$ cat src/common/supervisor_pkg.sv
// Constants for the supply supervisor with watchdog and reset stretch.
// Assumes a single 10 MHz clock; analog comparisons arrive as digital flags.
package supervisor_pkg;
    // ------------------------------------------------------------
    // Timing
    // ------------------------------------------------------------
    localparam int  CLK_FREQ_HZ                 = 10_000_000;
    localparam int  CLK_PERIOD_NS               = 100;
    // Reset stretch options in microseconds (1.4 ms, 28 ms, 200 ms, 1600 ms)
    localparam longint STRETCH_OPT_A_US         = 1400;
    localparam longint STRETCH_OPT_B_US         = 28000;
    localparam longint STRETCH_OPT_C_US         = 200000;
    localparam longint STRETCH_OPT_D_US         = 1600000;
    localparam longint RESET_STRETCH_TIME_US    = STRETCH_OPT_C_US;
    // Least time: round up
    localparam longint RESET_STRETCH_CYCLES     =
        (RESET_STRETCH_TIME_US * CLK_FREQ_HZ + 64'd999999) / 64'd1000000;
    // Watchdog timeout is customised per part; plain default
    localparam longint WATCHDOG_TIMEOUT_TIME_US = 1600000;
    // Longest time: round down
    localparam longint WATCHDOG_TIMEOUT_CYCLES  =
        (WATCHDOG_TIMEOUT_TIME_US * CLK_FREQ_HZ) / 64'd1000000;
    localparam int  COUNT_WIDTH                 = 32;
    // ------------------------------------------------------------
    // Reset values
    // ------------------------------------------------------------
    localparam logic RESET_ACTIVE_N             = 1'b0;
    localparam logic WARN_INACTIVE_N            = 1'b1;
    // Synchronisers start as supply low and warning low: {kick, manual, warn, supply}
    localparam logic [3:0] SYNC_RESET_FLAGS     = 4'h3;
endpackage : supervisor_pkg

$ cat src/common/kick_if.sv
// Carries the watchdog kick edge and expiry between supervisor modules.
// Assumes both ends on the same clock.
`timescale 1ns/1ps
`default_nettype none
interface kick_if;
    logic kick_edge;   // Edge seen on the synchronised kick input
    logic hold_clear;  // Reset asserted: watchdog count held cleared
    logic expired;     // One-cycle pulse on timeout
    modport timer (input kick_edge, input hold_clear, output expired);
    modport owner (output kick_edge, output hold_clear, input expired);
endinterface : kick_if
`default_nettype wire

$ cat src/hdl/watchdog_timer.sv
// Watchdog counter: restarts on every kick edge, pulses on timeout.
// Assumes kick edges already synchronised to clk.
`timescale 1ns/1ps
`default_nettype none
module watchdog_timer
    import supervisor_pkg::*;
#(
    parameter longint TIMEOUT_CYCLES = WATCHDOG_TIMEOUT_CYCLES
) (
    input  wire logic clk,    // 10 MHz clock
    input  wire logic rst_n,  // Async reset, active low
    kick_if.timer     kick    // Kick edge, clear and expiry
);
    import supervisor_pkg::*;
    localparam logic [COUNT_WIDTH-1:0] LAST = COUNT_WIDTH'(TIMEOUT_CYCLES - 1);

    logic [COUNT_WIDTH-1:0] count_reg;
    logic [COUNT_WIDTH-1:0] count_next;
    logic                   expired_reg;
    wire                    at_last = (count_reg == LAST);

    // Restart on edge, hold cleared in reset
    assign count_next = (kick.kick_edge || kick.hold_clear || at_last) ? '0
                                                                       : count_reg + 1'b1;

    always_ff @(posedge clk or negedge rst_n) begin
        if (!rst_n) begin
            count_reg   <= '0;
            expired_reg <= 1'b0;
        end else begin
            count_reg   <= count_next;
            // No edge for the full period ends in reset
            expired_reg <= at_last && !kick.kick_edge && !kick.hold_clear;
        end
    end
    assign kick.expired = expired_reg;

    count_clear_a: assert property (@(posedge clk) disable iff (!rst_n)
        kick.hold_clear |=> count_reg == '0)
        else $error("Watchdog count not cleared during reset");
endmodule : watchdog_timer
`default_nettype wire

$ cat src/hdl/supply_supervisor_watchdog_reset.sv
// Supply supervisor: reset generation, reset stretch, low-line warning, watchdog.
// Assumes supply, low-line and manual reset arrive as asynchronous digital flags.
`timescale 1ns/1ps
`default_nettype none
module supply_supervisor_watchdog_reset
    import supervisor_pkg::*;
#(
    parameter longint STRETCH_CYCLES = RESET_STRETCH_CYCLES,
    parameter longint WD_CYCLES      = WATCHDOG_TIMEOUT_CYCLES
) (
    input  wire logic clk,               // 10 MHz clock
    input  wire logic rst_n,             // Async reset, active low
    input  wire logic supply_low,        // Supply below reset threshold
    input  wire logic supply_warn_low,   // Supply below low-line threshold
    input  wire logic manual_reset_in_n, // Manual reset, active low
    input  wire logic watchdog_kick_in,  // Watchdog kick from processor
    output logic      reset_out_n,       // Reset, active low
    output logic      reset_out,         // Reset, active high
    output logic      low_line_warn_n    // Early power-fail warning, active low
);
    import supervisor_pkg::*;

    // ------------------------------------------------------------
    // Input synchronisers
    // ------------------------------------------------------------
    logic [3:0] sync1_reg;
    logic [3:0] sync2_reg;
    logic       kick_prev_reg;

    // Two stages per flag; only the second stage is read by any logic
    always_ff @(posedge clk or negedge rst_n) begin
        if (!rst_n) begin
            // Assume worst case until inputs are seen
            sync1_reg     <= SYNC_RESET_FLAGS;
            sync2_reg     <= SYNC_RESET_FLAGS;
            kick_prev_reg <= 1'b0;
        end else begin
            sync1_reg     <= {watchdog_kick_in, !manual_reset_in_n, supply_warn_low, supply_low};
            sync2_reg     <= sync1_reg;
            kick_prev_reg <= sync2_reg[3];
        end
    end

    wire supply_low_s = sync2_reg[0];
    wire warn_low_s   = sync2_reg[1];
    wire manual_s     = sync2_reg[2];
    wire kick_s       = sync2_reg[3];
    wire hold_cond    = supply_low_s || manual_s;

    // ------------------------------------------------------------
    // Watchdog
    // ------------------------------------------------------------
    // Either direction counts as activity, so a line stuck at one level still expires
    // Limitation: two toggles within one clock can merge in the synchroniser
    kick_if kick_bus ();
    assign kick_bus.kick_edge  = kick_s ^ kick_prev_reg;
    assign kick_bus.hold_clear = !reset_out_n;

    watchdog_timer #(
        .TIMEOUT_CYCLES (WD_CYCLES)
    ) u_watchdog (
        .clk   (clk),
        .rst_n (rst_n),
        .kick  (kick_bus.timer)
    );

    // ------------------------------------------------------------
    // Reset sequencer
    // ------------------------------------------------------------
    // Reset output is registered from the next state, so it never glitches
    typedef enum logic [1:0] {ST_HOLD, ST_STRETCH, ST_RUN} seq_type;

    localparam logic [COUNT_WIDTH-1:0] STRETCH_LAST = COUNT_WIDTH'(STRETCH_CYCLES - 1);

    seq_type                state_reg;
    seq_type                state_next;
    logic [COUNT_WIDTH-1:0] stretch_reg;
    logic [COUNT_WIDTH-1:0] stretch_next;
    logic                   reset_n_reg;
    logic                   warn_n_reg;
    wire                    stretch_done = (stretch_reg == STRETCH_LAST);

    always_comb begin
        state_next   = state_reg;
        stretch_next = '0;
        unique case (state_reg)
            ST_HOLD: begin
                if (!hold_cond) state_next = ST_STRETCH;
            end
            ST_STRETCH: begin
                // A condition returning mid-stretch goes back to hold and restarts the count
                stretch_next = stretch_reg + 1'b1;
                if (hold_cond) begin
                    state_next   = ST_HOLD;
                    stretch_next = '0;
                end else if (stretch_done) begin
                    state_next   = ST_RUN;
                    stretch_next = '0;
                end
            end
            ST_RUN: begin
                if (hold_cond) state_next = ST_HOLD;
                else if (kick_bus.expired) state_next = ST_STRETCH;
            end
        endcase
    end

    always_ff @(posedge clk or negedge rst_n) begin
        if (!rst_n) begin
            state_reg   <= ST_HOLD;
            stretch_reg <= '0;
            reset_n_reg <= RESET_ACTIVE_N;
            warn_n_reg  <= WARN_INACTIVE_N;
        end else begin
            state_reg   <= state_next;
            stretch_reg <= stretch_next;
            reset_n_reg <= (state_next == ST_RUN);
            // Warning level is the threshold plus the 2% margin, compared outside
            warn_n_reg  <= !(warn_low_s || supply_low_s);
        end
    end

    // Both levels come from one flop: they cannot disagree, at the cost of an inverter delay
    assign reset_out_n     = reset_n_reg;
    assign reset_out       = !reset_n_reg;
    assign low_line_warn_n = warn_n_reg;

    // ------------------------------------------------------------
    // Checks
    // ------------------------------------------------------------
    hold_keeps_reset_a: assert property (@(posedge clk) disable iff (!rst_n)
        hold_cond |=> !reset_out_n)
        else $error("Reset released while supply low or manual reset held");

    stretch_after_hold_a: assert property (@(posedge clk) disable iff (!rst_n)
        $fell(hold_cond) |-> !reset_out_n [*8])
        else $error("Reset released too soon after recovery");

    expiry_asserts_a: assert property (@(posedge clk) disable iff (!rst_n)
        (kick_bus.expired && reset_out_n) |=> !reset_out_n)
        else $error("Watchdog expiry did not assert reset");

    stretch_full_a: assert property (@(posedge clk) disable iff (!rst_n)
        $rose(reset_out_n) |-> $past(stretch_reg) == STRETCH_LAST)
        else $error("Reset released before full stretch");

    complement_out_a: assert property (@(posedge clk) disable iff (!rst_n)
        reset_out == !reset_out_n)
        else $error("Active-high reset not the complement");

    warn_follows_a: assert property (@(posedge clk) disable iff (!rst_n)
        warn_low_s |=> !low_line_warn_n)
        else $error("Low-line warning not asserted");

    supply_low_reset_a: assert property (@(posedge clk) disable iff (!rst_n)
        supply_low_s |=> state_reg == ST_HOLD)
        else $error("Sequencer not holding while supply low");

    kick_restart_a: assert property (@(posedge clk) disable iff (!rst_n)
        kick_bus.kick_edge |=> !kick_bus.expired)
        else $error("Expiry right after a kick");

    // ------------------------------------------------------------
    // Checks: sequencer detail, watchdog muting and low-line warning
    // ------------------------------------------------------------
    // Each transition of the sequencer is tied to the condition that allows it
    hold_release_a: assert property (@(posedge clk) disable iff (!rst_n)
        (state_reg == ST_HOLD && !hold_cond) |=> state_reg == ST_STRETCH)
        else $error("Stretch did not start after recovery");

    hold_zero_count_a: assert property (@(posedge clk) disable iff (!rst_n)
        state_reg == ST_HOLD |-> stretch_reg == '0)
        else $error("Stretch count not cleared while holding");

    stretch_counts_a: assert property (@(posedge clk) disable iff (!rst_n)
        (state_reg == ST_STRETCH && !hold_cond && !stretch_done) |=>
            (state_reg == ST_STRETCH && stretch_reg == $past(stretch_reg) + 1'b1))
        else $error("Stretch count skipped or stopped early");

    stretch_low_a: assert property (@(posedge clk) disable iff (!rst_n)
        state_reg == ST_STRETCH |-> !reset_out_n)
        else $error("Reset released during stretch");

    release_when_clear_a: assert property (@(posedge clk) disable iff (!rst_n)
        $rose(reset_out_n) |-> !$past(hold_cond))
        else $error("Reset released while a hold condition stood");

    manual_holds_a: assert property (@(posedge clk) disable iff (!rst_n)
        manual_s |=> state_reg == ST_HOLD)
        else $error("Sequencer not holding while manual reset held");

    run_stays_a: assert property (@(posedge clk) disable iff (!rst_n)
        (reset_out_n && !hold_cond && !kick_bus.expired) |=> reset_out_n)
        else $error("Reset asserted with no cause");

    expiry_restarts_a: assert property (@(posedge clk) disable iff (!rst_n)
        (kick_bus.expired && reset_out_n && !hold_cond) |=>
            (state_reg == ST_STRETCH && stretch_reg == '0))
        else $error("Expiry did not start a full stretch");

    reset_mutes_expiry_a: assert property (@(posedge clk) disable iff (!rst_n)
        !reset_out_n |=> !kick_bus.expired)
        else $error("Watchdog expired while reset asserted");

    warn_clears_a: assert property (@(posedge clk) disable iff (!rst_n)
        (!warn_low_s && !supply_low_s) |=> low_line_warn_n)
        else $error("Low-line warning stuck with supply good");

    supply_forces_warn_a: assert property (@(posedge clk) disable iff (!rst_n)
        supply_low_s |=> !low_line_warn_n)
        else $error("Low-line warning not asserted below reset level");
endmodule : supply_supervisor_watchdog_reset
`default_nettype wire

$ cat config.mk
export PLATFORM = sky130hd
export DESIGN_NAME = supply_supervisor_watchdog_reset
export DESIGN_NICKNAME = d
export VERILOG_FILES = /design/src/common/supervisor_pkg.sv /design/src/common/kick_if.sv /design/src/hdl/watchdog_timer.sv /design/src/hdl/supply_supervisor_watchdog_reset.sv
export SDC_FILE = /design/constraint.sdc
export NUM_CORES = 1
export LEC_CHECK = 0
export ABC_AREA = 1
export BUFFER_PORTS_ARGS = -buffer_cell sky130_fd_sc_hd__buf_2
export CORE_ASPECT_RATIO = 0.8
export CORE_MARGIN = 2
export CORE_UTILIZATION = 30
export DETAILED_ROUTE_END_ITERATION = 10
export PLACE_DENSITY = 0.54
export SETUP_SLACK_MARGIN = 0.3
export SLEW_MARGIN = 20
export SYNTH_ARGS = -nofsm -noshare
export SYNTH_HDL_FRONTEND = slang
export SYNTH_SLANG_ARGS = --single-unit
$ cat constraint.sdc
create_clock -name clk -period 5.6 [get_ports clk]
set_clock_uncertainty 0.2 [all_clocks]
set_input_delay 1.12 -clock clk [delete_from_list [all_inputs] [get_ports clk]]
set_output_delay 1.12 -clock clk [all_outputs]
set_load 0.02 [all_outputs]
==> Yosys cells after proc, flatten, opt, wreduce, memory -nomap -nowiden <==
Index checks and enable logic that the tools add are counted.
{ "word_totals": {"input_bits": 6, "ram_bits": 0, "out_inout_bits": 3, "mem_bits_ro": 0, "ff_bits": 78, "memories": 0, "wordCells": 38, "latchBits": 0} }
{ "classes": {"n_bitwise": 1, "n_eq_ne": 5, "n_reduce_logical": 11, "order_cmp": 0, "add_sub_neg": 2, "muxes": 10, "n_mul": 0, "shift": 0, "div_mod_pow": 0} }
{ "op_table": {"columns": ["cell", "n"], "rows": [
  ["32-bit two-way mux", 4],
  ["32-bit by 1-bit adder with 32-bit output, second input constant", 2],
  ["32-bit by 21-bit == test with 1-bit output, second input constant", 1],
  ["32-bit by 24-bit == test with 1-bit output, second input constant", 1],
  ["2-bit two-way mux", 5],
  ["2-bit one-hot mux with 3 select lines", 1],
  ["2-bit == test, second input constant", 2],
  ["1-bit zero test", 4],
  ["1-bit logical OR", 4],
  ["2-bit by 1-bit == test with 1-bit output, second input constant", 1],
  ["1-bit logical AND", 2],
  ["2-bit zero test", 1],
  ["1-bit XOR", 1]
]} }

==> Depth between registers and ports, before layout <==
Gate-level depths: netlist (run 1).
{ "depth": {"depth_word": 5, "ltp_mapped": 11, "ltp_nobuf": 11} }

==> Modules after synthesis <==
A second synthesis (run 1) with hierarchy kept.
{ "hier_totals": {"hier_cells": 655, "hier_area_um2": 4593.2} }
{ "modules_own_cells": {"columns": ["module", "n_inst", "seq_area_each_um2", "cells_per_inst", "area_each_um2"], "rows": [
  ["supply_supervisor_watchdog_reset", 1, 1132.3, 346, 2563.7],
  ["watchdog_timer", 1, 825.8, 309, 2029.4]
]} }

==> Worst setup path after synthesis (run 1) <==
OpenSTA, ideal clock, no wires.
{ "synth_path": {"path_kind": "reg2out", "from": "reg reset_n_reg, in the netlist reset_out_n", "to": "out reset_out", "path_stages_with_launch": 2, "required_time_ns": 4.280, "arrival_time_ns": 0.619, "path_buffers": 0, "setup_slack_ns": 3.661, "path_cell_list": "dfrtp_1 > inv_1"} }
{ "synth_via": {"elab_chain_cells": 1} }
{ "synth_lines": {"columns": ["element", "line", "source"], "rows": [
  ["from (decl)", "supply_supervisor_watchdog_reset.sv:79", "logic reset_n_reg;"],
  ["from (signal assigned)", "supply_supervisor_watchdog_reset.sv:117", "reset_n_reg <= (state_next == ST_RUN);"],
  ["1-bit zero test", "supply_supervisor_watchdog_reset.sv:125", "assign reset_out = !reset_n_reg;"],
  ["to (decl)", "supply_supervisor_watchdog_reset.sv:18", "output logic reset_out,"]
]} }
Every way passes these cells.

==> Worst setup path in the final report (run 1) <==
{ "layout_path": {"from": "reg warn_n_reg, in the netlist low_line_warn_n", "to": "out low_line_warn_n"} }
{ "layout_lines": {"columns": ["element", "line", "source"], "rows": [
  ["from (decl)", "supply_supervisor_watchdog_reset.sv:80", "logic warn_n_reg;"],
  ["from (signal assigned)", "supply_supervisor_watchdog_reset.sv:119", "warn_n_reg <= !(warn_low_s || supply_low_s);"],
  ["to (decl)", "supply_supervisor_watchdog_reset.sv:19", "output logic low_line_warn_n"]
]} }
No word-level cell between the ends.

==> summary.txt, run 1 <==
Outcome
  – Outcome: finished clean

Final layout
  – Core Util, Final: 34.3%
  – FILL cells: around 1600
  – Ant. Diodes: 0
  – Share of cells above drive strength 1: between 10% and 20%
  – Final #Nets: between 600 and 700
  – Layout area overhead: 11.8%

Floorplan
  – Initial core utilization: a little under a third
  – Die width: about 140 um
  – Core ar.: between 15000 and 20000 um2
  – Die Y: ~110 um
  – Die area: about 16000 um2
  – Top-Level Pins: 9
  – Cell row count: 40

Clocking
  – Post-CTS Setup Inserts: 0
  – TritonCTS clock tree: yes
  – # clock sinks: ~80
  – PostCTS Resize Cnt: 0
  – CTS buffer count: 9
  – H-tree Lvls: 3
  – Root Driver: clkbuf_16
  – Longest Clk Path Bufs: 2
  – Hold Buf Count CTS: 0
  – Reg clk slew, reported paths: ~0.060 ns
  – Skew-Pair Late Insertion Delay: 0.34 ns

Synth
  – Count leader, synth: nand2_1
  – Post-synthesis mux area share: 0%
  – Ranking of synthesized cells by area: dfrtp_1, nand2_1, nor2_1
  – Area share of fa/ha/maj cells after synthesis: approximately 1.1%
  – Synthesized instance count: approximately 630
  – Sequential share of the synthesized area: 42.5%
  – Post-synthesis compound-gate area fraction: 1.52%
  – FFs w/ async S/R, synth: between 90% and 100%
  – Yosys top cell area share: slightly below 40%
  – Largest family of logic cells by synthesized area: simple AND/OR/NAND/NOR gates
  – Syn_nets: roughly 640
  – Yosys warns: 0
  – Seq cells post-synth: 78
  – Post-synth EDFFs: 0
  – Synth cell count leaders: nand2_1, nor2_1, dfrtp_1, inv_1, nand3_1
  – Top_reg_cell synth: dfrtp_1
  – Yosys top cell by area: dfrtp_1
  – Post-Synthesis Cell Area: around 4600 um2
  – Post-synthesis xor/xnor area fraction: around 4.8%
  – Distinct cell type count after synthesis: 32
  – Synthesized area per cell: 7.34 um2
  – Simple-Gate Fraction of Synth Area: 42.7%

Pwr
  – Power per cell area: around 250 nW/um2
  – Total Power: roughly 1.3 mW
  – Worst IR drop on VDD: around 0.14 mV
  – Leakage Power: 2.07 nW

Run
  – Max-capacitance violation count: 0

STA
  – Finish-stage setup viols: 0
  – Final Max Tran Viols: 0
  – Post-route setup slack: approximately 3.3 ns
  – Max Freq: 0.432 GHz
  – Slew @ Worst Pin: 0.702 ns
  – Final Hold Fails: 0
  – Final min period: between 2 and 2.5 ns
  – Final Cycle Share: between 40% and 50%
  – Slew HR: between 50% and 60%
  – RSZ-0062 raised after global routing: false
  – TNS Setup: 0 ns

Hold path
  – Min-delay src: sync1_reg[2]$_DFF_PN0_
  – Hold Crit Class: reg -> reg

GRT
  – GR Util met2: 22.7%
  – Met3 GRT Util: ~4%
  – Overflow after GRT: 0
  – Top Usage Layer GRT: met2
  – Largest net degree at the start of global routing: between 70 and 80
  – Initial antenna violation count: 0
  – First-pass GRT wire length: 18700 um
  – Vias in the first global route: roughly 3800
  – Met1 Use GR: 19.6%
  – GR Util All Layers: ~14%

Worst setup path
  – Worst r2r src: u_watchdog.count_reg[0]$_DFF_PN0_
  – CP Launch Type: flip-flop
  – Crit Path Class: reg -> out
  – Slowest stage delay, CP: ~0.5 ns
  – Worst path arrival time: 1.00 ns
  – CP cell instances: buf_2
  – Worst path top cell family by delay: flip-flops
  – WP buf/inv: 1
  – Critical Path Start: low_line_warn_n$_DFF_PN1_
  – Peak fanout along the critical path: 1
  – Setup crit end kind: output port
  – CP max-delay cell: dfstp_2
  – Data required time of the worst path: between 4 and 5 ns

Detailed routing
  – DR DRC count: 0
  – DR iter-0 viols: 290
  – Avg Vias per Cell: ~4.6
  – Drt pass-1 iters: 4
  – Final WL: between 10000 and 15000 um
  – Antenna Violating Nets Remaining: 0
  – Via count: 3863
  – DR WL/cell: around 13 um

Place
  – DP Worst Slack: 3.30 ns
  – Detailed placer's ending HPWL: 8170 um
  – Port Buf Inserts: 8
  – Gpl congestion: approximately 0.89
area by class of cell:
class | instances | area [um2] | share of cell area (%)
Tap cell | 189 | 236 | 4.60
Inverter | 75 | 284 | 5.52
Clock buffer | 11 | 233 | 4.52
Sequential cell | 78 | 1960 | 38.1
Timing Repair Buffer | 8 | 46.3 | 0.900
Multi-Input combinational cell | 469 | 2300 | 44.8
Clock inverter | 5 | 82.6 | 1.61
worst paths after layout:
| check | end | slack, ns | cells past startpoint |
|---|---|---|---|
| max | low_line_warn_n | 3.28 | 1 |
| max reg2reg | u_watchdog.count_reg[31]$_DFF_PN0_ | 3.29 | 10 |
| min in group asynchronous | stretch_reg[15]$_DFF_PN0_ | 0.60 | 1 |
| min reg2reg | sync2_reg[2]$_DFF_PN0_ | 0.15 | 0 |
| max in group asynchronous | u_watchdog.count_reg[17]$_DFF_PN0_ | 4.11 | 1 |
| min | sync2_reg[2]$_DFF_PN0_ | 0.15 | 0 |
cells in the final DEF, fill, tap and decap left out, types with 2 or more instances in the layout:
cell type    n
inv_1       70
clkbuf_1     2
nor3b_2      4
a21oi_1      7
nor3_1      28
ha_1         4
bufinv_16    2
dfstp_2      5
nand4_1      4
xnor2_1      2
nor2_4       8
nand2_4      3
nand3_2      4
nor2_2      15
nand2_2      6
clkbuf_16    9
nor3_2       6
nor2_1     138
nand2_1    163
xor2_1      23
and3_1       2
nand3_1     43
dfrtp_1     73
buf_2        7
inv_2        4
per-stage QoR:
step | area, um2 | cells | hold WS [ns]
2_1_floorplan | 4600 | 627 | 0.131
3_3_place_gp | 4830 | 819 | 0.133
3_5_place_dp | 4830 | 819 | 0.136
4_1_cts | 5140 | 835 | 0.149
5_1_grt | 5140 | 835 | 0.161
6_report | 5140 | 835 | 0.146
logic make-up after synthesis:
kind of cell	after synthesis
simple gates	428
xor+xnor	25
flops	78
compound gates	12
fa+ha+maj	4
buf+inv	80
power by group:
| part | internal (mW) | switching [mW] | leakage, nW |
|---|---|---|---|
| combinational | 0.0165 | 0.0497 | 0.860 |
| sequential | 0.573 | 0.00477 | 1.06 |
| clock | 0.392 | 0.234 | 0.154 |
routing by layer:
layer	vias up	share of wire, %
met5	-	0
met4	0	0.90
met3	8	5.2
met2	64	45
met1	1819	49
li1	1972	-
No activity file was read; power rests on OpenSTA's default activity.
==> run 2: changes to the inputs <==
Clock period 5.6 ns to 2.4 ns, I/O delays scaled along.
==> run 2 against run 1 <==
Clock power increased to 2.8 times the previous value. Critical path depth increased by 10. Routed wire length increased by 1.5%. Critical endpoint is now u_watchdog.count_reg[27]$_DFF_PN0_. Highest routed layer unchanged. Die area unchanged.
==> summary.txt, run 2 (synthesis gave the netlist of run 1 again) <==
Outcome
  – Outcome: finished clean

STA
  – Slew HR: 66.2% (+13 points)
  – Max Freq: between 0.5 and 0.6 GHz
  – Final Max Tran Viols: 0 (unchanged)
  – Finish-stage setup viols: 0 (unchanged)
  – TNS Setup: 0 ns (unchanged)
  – Final Cycle Share: between 80 and 90%
  – Slew @ Worst Pin: 0.508 ns (-0.195 ns)
  – RSZ-0062 raised after global routing: false
  – Final Hold Fails: 0 (unchanged)
  – Post-route setup slack: 0.469 ns (-2.81 ns)
  – Final min period: about 1.9 ns

Clocking
  – Post-CTS Setup Inserts: 0 (unchanged)
  – Reg clk slew, reported paths: 0.06 ns (about the same)
  – Skew-Pair Late Insertion Delay: 0.34 ns (about the same)
  – Longest Clk Path Bufs: 2 (unchanged)
  – H-tree Lvls: 3 (unchanged)
  – TritonCTS clock tree: yes
  – CTS buffer count: 9 (unchanged)
  – Root Driver: clkbuf_16
  – # clock sinks: 78 (unchanged)

Worst setup path
  – R2r setup slk: 0.47 ns (-2.82 ns)
  – Crit Reg-Reg Endpoint: u_watchdog.count_reg[27]$_DFF_PN0_
  – Setup crit end kind: flip-flop
  – CP cell instances: ha_2 > nand2_1 > inv_2 > nand2_4 > inv_4 > nand2_4 > nor2_1 > nand2_1 > nand2_2 > buf_12 > nor2_1
  – Slowest stage delay, CP: 0.43 ns (-0.08 ns)
  – Worst path arrival time: 1.96 ns (+0.96 ns)
  – CP max-delay cell: dfrtp_1
  – CP Launch Type: flip-flop
  – R2R depth: 11 (+1)
  – Crit Path Class: reg -> reg
  – Data required time of the worst path: 2.43 ns (-1.85 ns)
  – Worst r2r src: u_watchdog.count_reg[0]$_DFF_PN0_
  – Peak fanout along the critical path: 30 (+29)

Floorplan
  – Die width: 142 um (unchanged)
  – Initial core utilization: 30.7% (unchanged)
  – Die area: 16400 um2 (unchanged)
  – Core ar.: 15000 um2 (unchanged)
  – Cell row count: 40 (unchanged)
  – Die Y: 115 um (unchanged)
  – Top-Level Pins: 9 (unchanged)

GRT
  – Overflow after GRT: 0 (unchanged)
  – First-pass GRT wire length: 18800 um (+0.70%)
  – Largest net degree at the start of global routing: 38 (-52%)
  – Initial antenna violation count: 0 (unchanged)
  – Vias in the first global route: 3942 (+2.9%)
  – GR Util All Layers: 14.4% (+0.10 points)

Hold path
  – Worst hold path depth: 1 (+1)
  – Min-delay src: supply_low
  – Worst Hold Path EP: sync1_reg[0]$_DFF_PN1_
  – Hold Crit Class: in -> reg

Final layout
  – Ant. Diodes: 0 (unchanged)
  – FILL cells: 1596 (+0.44%)
  – Footprint of the multi-input gates: 2310 um2 (+0.11%)
  – Commonest non-fill, non-tap cells in the layout: nand2_1, nor2_1, dfrtp_1, inv_1, nand3_1
  – Seq. cell area: 1960 um2 (unchanged)
  – Commonest non-fill, non-tap cell in the layout: nand2_1
  – Layout area overhead: 14.4%
  – Non-Filler Instances: 839 (+0.48%)
  – Share of cells above drive strength 1: 13.4% (+0.85 points)
  – Final #Nets: 655 (+0.61%)

Detailed routing
  – Avg Vias per Cell: 4.64 (+0.37%)
  – Final WL: 10800 um (+1.5%)
  – DR iter-0 viols: 246 (-15%)
  – DR WL/cell: 12.9 um (+1.0%)
  – Via count: 3896 (+0.85%)
  – Antenna Violating Nets Remaining: 0 (unchanged)
  – DR DRC count: 0 (unchanged)
  – Drt pass-1 iters: 5 (+1)

Place
  – DP Worst Slack: 0.428 ns (-2.88 ns)
  – Placed cell count: 822 (+0.37%)
  – Port Buf Inserts: 8 (unchanged)
  – Gpl congestion: 0.894 (+0.89%)
  – Detailed placer's ending HPWL: 8160 um (about the same)

Pwr
  – Power per cell area: 615 nW/um2 (+150%)
  – Worst IR drop on VDD: 0.306 mV (+120%)
  – Leakage Power: 2.13 nW (+2.7%)

Run
  – Max-capacitance violation count: 0 (unchanged)
==> run 2: changes by cell type in the layout (fill, tap and decap cells not counted), moves of 2 or more <==
| cell | change |
|---|---|
| buf_12 | +2 |
| clkbuf_8 | +2 |
| clkbuf_1 | -2 |
| buf_4 | +2 |
| bufinv_16 | +2 |
==> run 2: layout make-up <==
type	instances	area share, %
well taps	189	4.49
clock inverters	5	2.45
clock buffers	11	4.80
repair buffers	12	1.90
multi-input cells	469	43.8
inverters	75	5.39
flip-flops and latches	78	37.2
==> run 2: critical path, delay by kind of cell (launching register included) <==
| kind | cells | cell delay, ns |
|---|---|---|
| buffers and inverters | 3 | 0.35 |
| adder cells (fa/ha/maj) | 1 | 0.26 |
| AND/OR/NAND/NOR | 7 | 0.55 |
| flip-flops | 1 | 0.43 |
==> run 2: power breakdown <==
part	switching, mW	leakage (nW)	internal (mW)
clock network	0.551	0.186	1.18
logic	0.117	0.885	0.0433
registers	0.0120	1.06	1.34
==> run 2: how the worst max path moves through the flow <==
stage	startpoint	endpoint	slack (ns)	depth (start not counted)
after floorplan	u_watchdog.count_reg[0]$_DFF_PN0_	u_watchdog.count_reg[29]$_DFF_PN0_	0.65	11
after global placement	u_watchdog.count_reg[0]$_DFF_PN0_	u_watchdog.count_reg[28]$_DFF_PN0_	0.46	11
after detailed placement	u_watchdog.count_reg[0]$_DFF_PN0_	u_watchdog.count_reg[17]$_DFF_PN0_	0.43	11
after CTS	u_watchdog.count_reg[0]$_DFF_PN0_	u_watchdog.count_reg[17]$_DFF_PN0_	0.41	11
after global routing	stretch_reg[0]$_DFF_PN0_	reset_out_n$_DFF_PN0_	0.30	9
final	u_watchdog.count_reg[0]$_DFF_PN0_	u_watchdog.count_reg[27]$_DFF_PN0_	0.47	11
==> run 2: per-layer routing <==
| layer | vias to the layer above | track usage [%] | part of all wire, % |
|---|---|---|---|
| li1 | 1980 | - | - |
| met5 | - | 0 | 0 |
| met2 | 77 | 24.2 | 46 |
| met3 | 16 | 3.58 | 4.4 |
| met1 | 1823 | 18.6 | 48 |
| met4 | 0 | 3.83 | 1.6 |
==> run 2: stage by stage <==
stage | hold slack [ns] | utilization (%) | power [mW] | cell area, um2
finish | 0.0397 | 35.1 | 3.24 | 5270
global route | 0.0315 | 35.1 | 3.37 | 5270
CTS | 0.0365 | 35.1 | 3.27 | 5270
detailed placement | 0.138 | 32.5 | 1.54 | 4870
global placement | 0.135 | 32.5 | 1.53 | 4870
floorplan | -0.0156 | - | 1.48 | 4600
==> run 2: what timing repair did <==
action	CTS	global route
endpoints found under the setup margin	0	30
hold endpoints to repair	30	0
hold buffers	1	0
gates resized for setup	0	1
==> run 3: changes to the inputs <==
Settings changed: PLACE_DENSITY 0.54 to 0.56.
Clock period 2.4 ns to 1.7 ns, I/O delays scaled along.
==> run 3 against run 2 <==
The flow now finishes with violations (negative setup slack). Worst hold slack better by 0.11 ns. Routed wire length increased by 22%. Critical path depth fell by 2. Maximum frequency is 7.7% higher. Non-clock buffer count is 93 higher. Flip-flop and latch count unchanged. Register-to-register slack worse by 0.56 ns. Die area stayed put. Combinational power up 120%. Critical endpoint is now u_watchdog.count_reg[3]$_DFF_PN0_.
==> summary.txt, run 3 (synthesis gave the netlist of run 1 again) <==
Place
  – Port Buf Inserts: 8 (unchanged)
  – Gpl congestion: 0.872 (-2.5%)
  – Detailed placer's ending HPWL: 9220 um (+13%)
  – Area post-placement: 5480 um2 (+12%)

Worst setup path
  – Crit Path Class: reg -> reg
  – Slowest stage delay, CP: 0.43 ns (about the same)
  – CP max-delay cell: dfrtp_1
  – CP Launch Type: flip-flop
  – Peak fanout along the critical path: 8 (-73%)
  – R2r setup slk: -0.09 ns (-0.56 ns)
  – WP buf/inv: 2 (-1)
  – Data required time of the worst path: 1.74 ns (-0.69 ns)
  – Setup crit end kind: flip-flop
  – Worst path top cell family by delay: simple AND/OR/NAND/NOR gates
  – CP cell instances: inv_1 > nand2_1 > nor2_1 > nand2_1 > nor2_1 > nand2_2 > nand2_8 > clkbuf_16 > nor2_2
  – Worst path arrival time: 1.83 ns (-0.13 ns)

STA
  – Finish-stage setup viols: 52 (+52)
  – Final Max Tran Viols: 0 (unchanged)
  – Slew @ Worst Pin: 0.440 ns (-0.0679 ns)
  – Final Hold Fails: 0 (unchanged)
  – Post-route setup slack: -0.0932 ns (-0.563 ns)
  – Max Freq: 0.558 GHz (+7.7%)
  – TNS Setup: -2.31 ns (-2.31 ns)
  – RSZ-0062 raised after global routing: true
  – Slew HR: 70.7% (+4.5 points)
  – Final min period: 1.79 ns (-0.137 ns)
  – Final Cycle Share: 105% (+25 points)

Final layout
  – Commonest non-fill, non-tap cells in the layout: nand2_1, nor2_1, buf_4, dfrtp_1, inv_1
  – Ant. Diodes: 0 (unchanged)
  – Layout area overhead: 43.5%
  – FILL cells: 1444 (-9.5%)
  – Share of cells above drive strength 1: 38.5% (+25 points)
  – Commonest non-fill, non-tap cell in the layout: nand2_1
  – Post-route cell area: 6600 um2 (+25%)
  – Core Util, Final: 44.0% (+8.9 points)
  – Final #Nets: 748 (+14%)

GRT
  – GR Util All Layers: 16.2% (+1.8 points)
  – Overflow after GRT: 0 (unchanged)
  – Largest net degree at the start of global routing: 79 (+110%)
  – First-pass GRT wire length: 20500 um (+9.2%)
  – Vias in the first global route: 3945 (+0.076%)
  – Initial antenna violation count: 0 (unchanged)

Clocking
  – # clock sinks: 78 (unchanged)
  – H-tree Lvls: 3 (unchanged)
  – Skew-Pair Late Insertion Delay: 0.35 ns (about the same)
  – Longest Clk Path Bufs: 2 (unchanged)
  – TritonCTS clock tree: yes
  – Root Driver: clkbuf_16
  – CTS buffer count: 9 (unchanged)
  – Reg clk slew, reported paths: 0.07 ns (about the same)

Pwr
  – Power per cell area: 654 nW/um2 (+6.3%)
  – Leakage Power: 2.79 nW (+31%)
  – Worst IR drop on VDD: 0.436 mV (+42%)

Detailed routing
  – Via count: 4370 (+12%)
  – Antenna Violating Nets Remaining: 0 (unchanged)
  – DR iter-0 viols: 309 (+26%)
  – DR DRC count: 0 (unchanged)
  – Drt pass-1 iters: 5 (unchanged)
  – Avg Vias per Cell: 4.69 (+0.97%)
  – Final WL: 13200 um (+22%)
  – DR WL/cell: 14.1 um (+10%)

Floorplan
  – Die width: 142 um (unchanged)
  – Die area: 16400 um2 (unchanged)
  – Top-Level Pins: 9 (unchanged)
  – Die Y: 115 um (unchanged)
  – Initial core utilization: 30.7% (unchanged)
  – Core ar.: 15000 um2 (unchanged)
  – Cell row count: 40 (unchanged)

Outcome
  – Outcome: complete, but fails checks
  – Failing checks: negative setup slack

Hold path
  – Hold Crit Class: reg -> reg

Run
  – Max-capacitance violation count: 0 (unchanged)
==> run 3: cell types whose count changed in the layout (fill, tap and decap cells not counted), moves of 7 or more <==
cell	delta
nor2_2	+27
nor3_2	+10
dfrtp_2	+7
nor2_1	-45
nand3_1	-7
buf_4	+73
nor3_1	-14
buf_6	+11
inv_1	-9
nand2_1	-18
nand2_2	+11
nor2_4	+18
dfrtp_1	-7
==> run 3: final timing paths <==
kind	from	to	cells past startpoint
setup reg to reg	u_watchdog.count_reg[19]$_DFF_PN0_	u_watchdog.count_reg[3]$_DFF_PN0_	9
min in group asynchronous	rst_n	stretch_reg[11]$_DFF_PN0_	3
max in group asynchronous	rst_n	u_watchdog.count_reg[2]$_DFF_PN0_	3
hold reg to reg	sync1_reg[3]$_DFF_PN0_	sync2_reg[3]$_DFF_PN0_	0
setup / recovery	u_watchdog.count_reg[19]$_DFF_PN0_	u_watchdog.count_reg[3]$_DFF_PN0_	9
hold / removal	sync1_reg[3]$_DFF_PN0_	sync2_reg[3]$_DFF_PN0_	0
==> run 3: cell type report <==
type | instances | area, um2 | share of cell area, %
clock inverter | 7 | 88.8 | 1.35
sequential | 78 | 1970 | 29.8
tap | 189 | 236 | 3.58
multi-input combinational | 469 | 2820 | 42.7
clock buffer | 9 | 225 | 3.41
inverter | 75 | 292 | 4.41
timing repair buffer | 105 | 977 | 14.8
==> run 3: metal layers <==
layer	vias to the layer above	GRT usage [%]	wire length, um
met5	-	0	0
met4	0	4.22	139
met3	12	3.33	853
met2	117	20.9	5140
met1	2072	26.6	7040
li1	2169	-	-
==> run 3: report_power, final <==
| group | switching [mW] | total (mW) | internal (mW) |
|---|---|---|---|
| Combinational | 0.218 | 0.346 | 0.127 |
| Clock | 0.894 | 2.07 | 1.18 |
| Sequential | 0.0159 | 1.90 | 1.89 |
==> run 3: metrics by stage <==
step                std cells  hold WS (ns)  worst slack [ns]  power (mW)
global route              932         0.160            -0.171        4.51
global placement          887         0.138          -0.00506        2.24
finish                    932         0.150           -0.0932        4.32
floorplan                 627        -0.156            0.0348        2.09
CTS                       919         0.151          0.000994        4.36
detailed placement        887         0.135           -0.0507        2.23
==> run 3: worst reg2reg max path: cells and delay by family (launching register included) <==
family / cells / cell delay, ns
and+or+nand+nor: 7 / 0.74
buffers and inverters: 2 / 0.31
DFF: 1 / 0.43
==> run 3: repair_timing <==
item	CTS	global route
cloned	0	4
buffers inserted	11	9
resized for setup	49	94
pin swaps	27	26
hold endpoints to repair	77	0
setup endpoints to repair	71	71
hold buffers	5	0
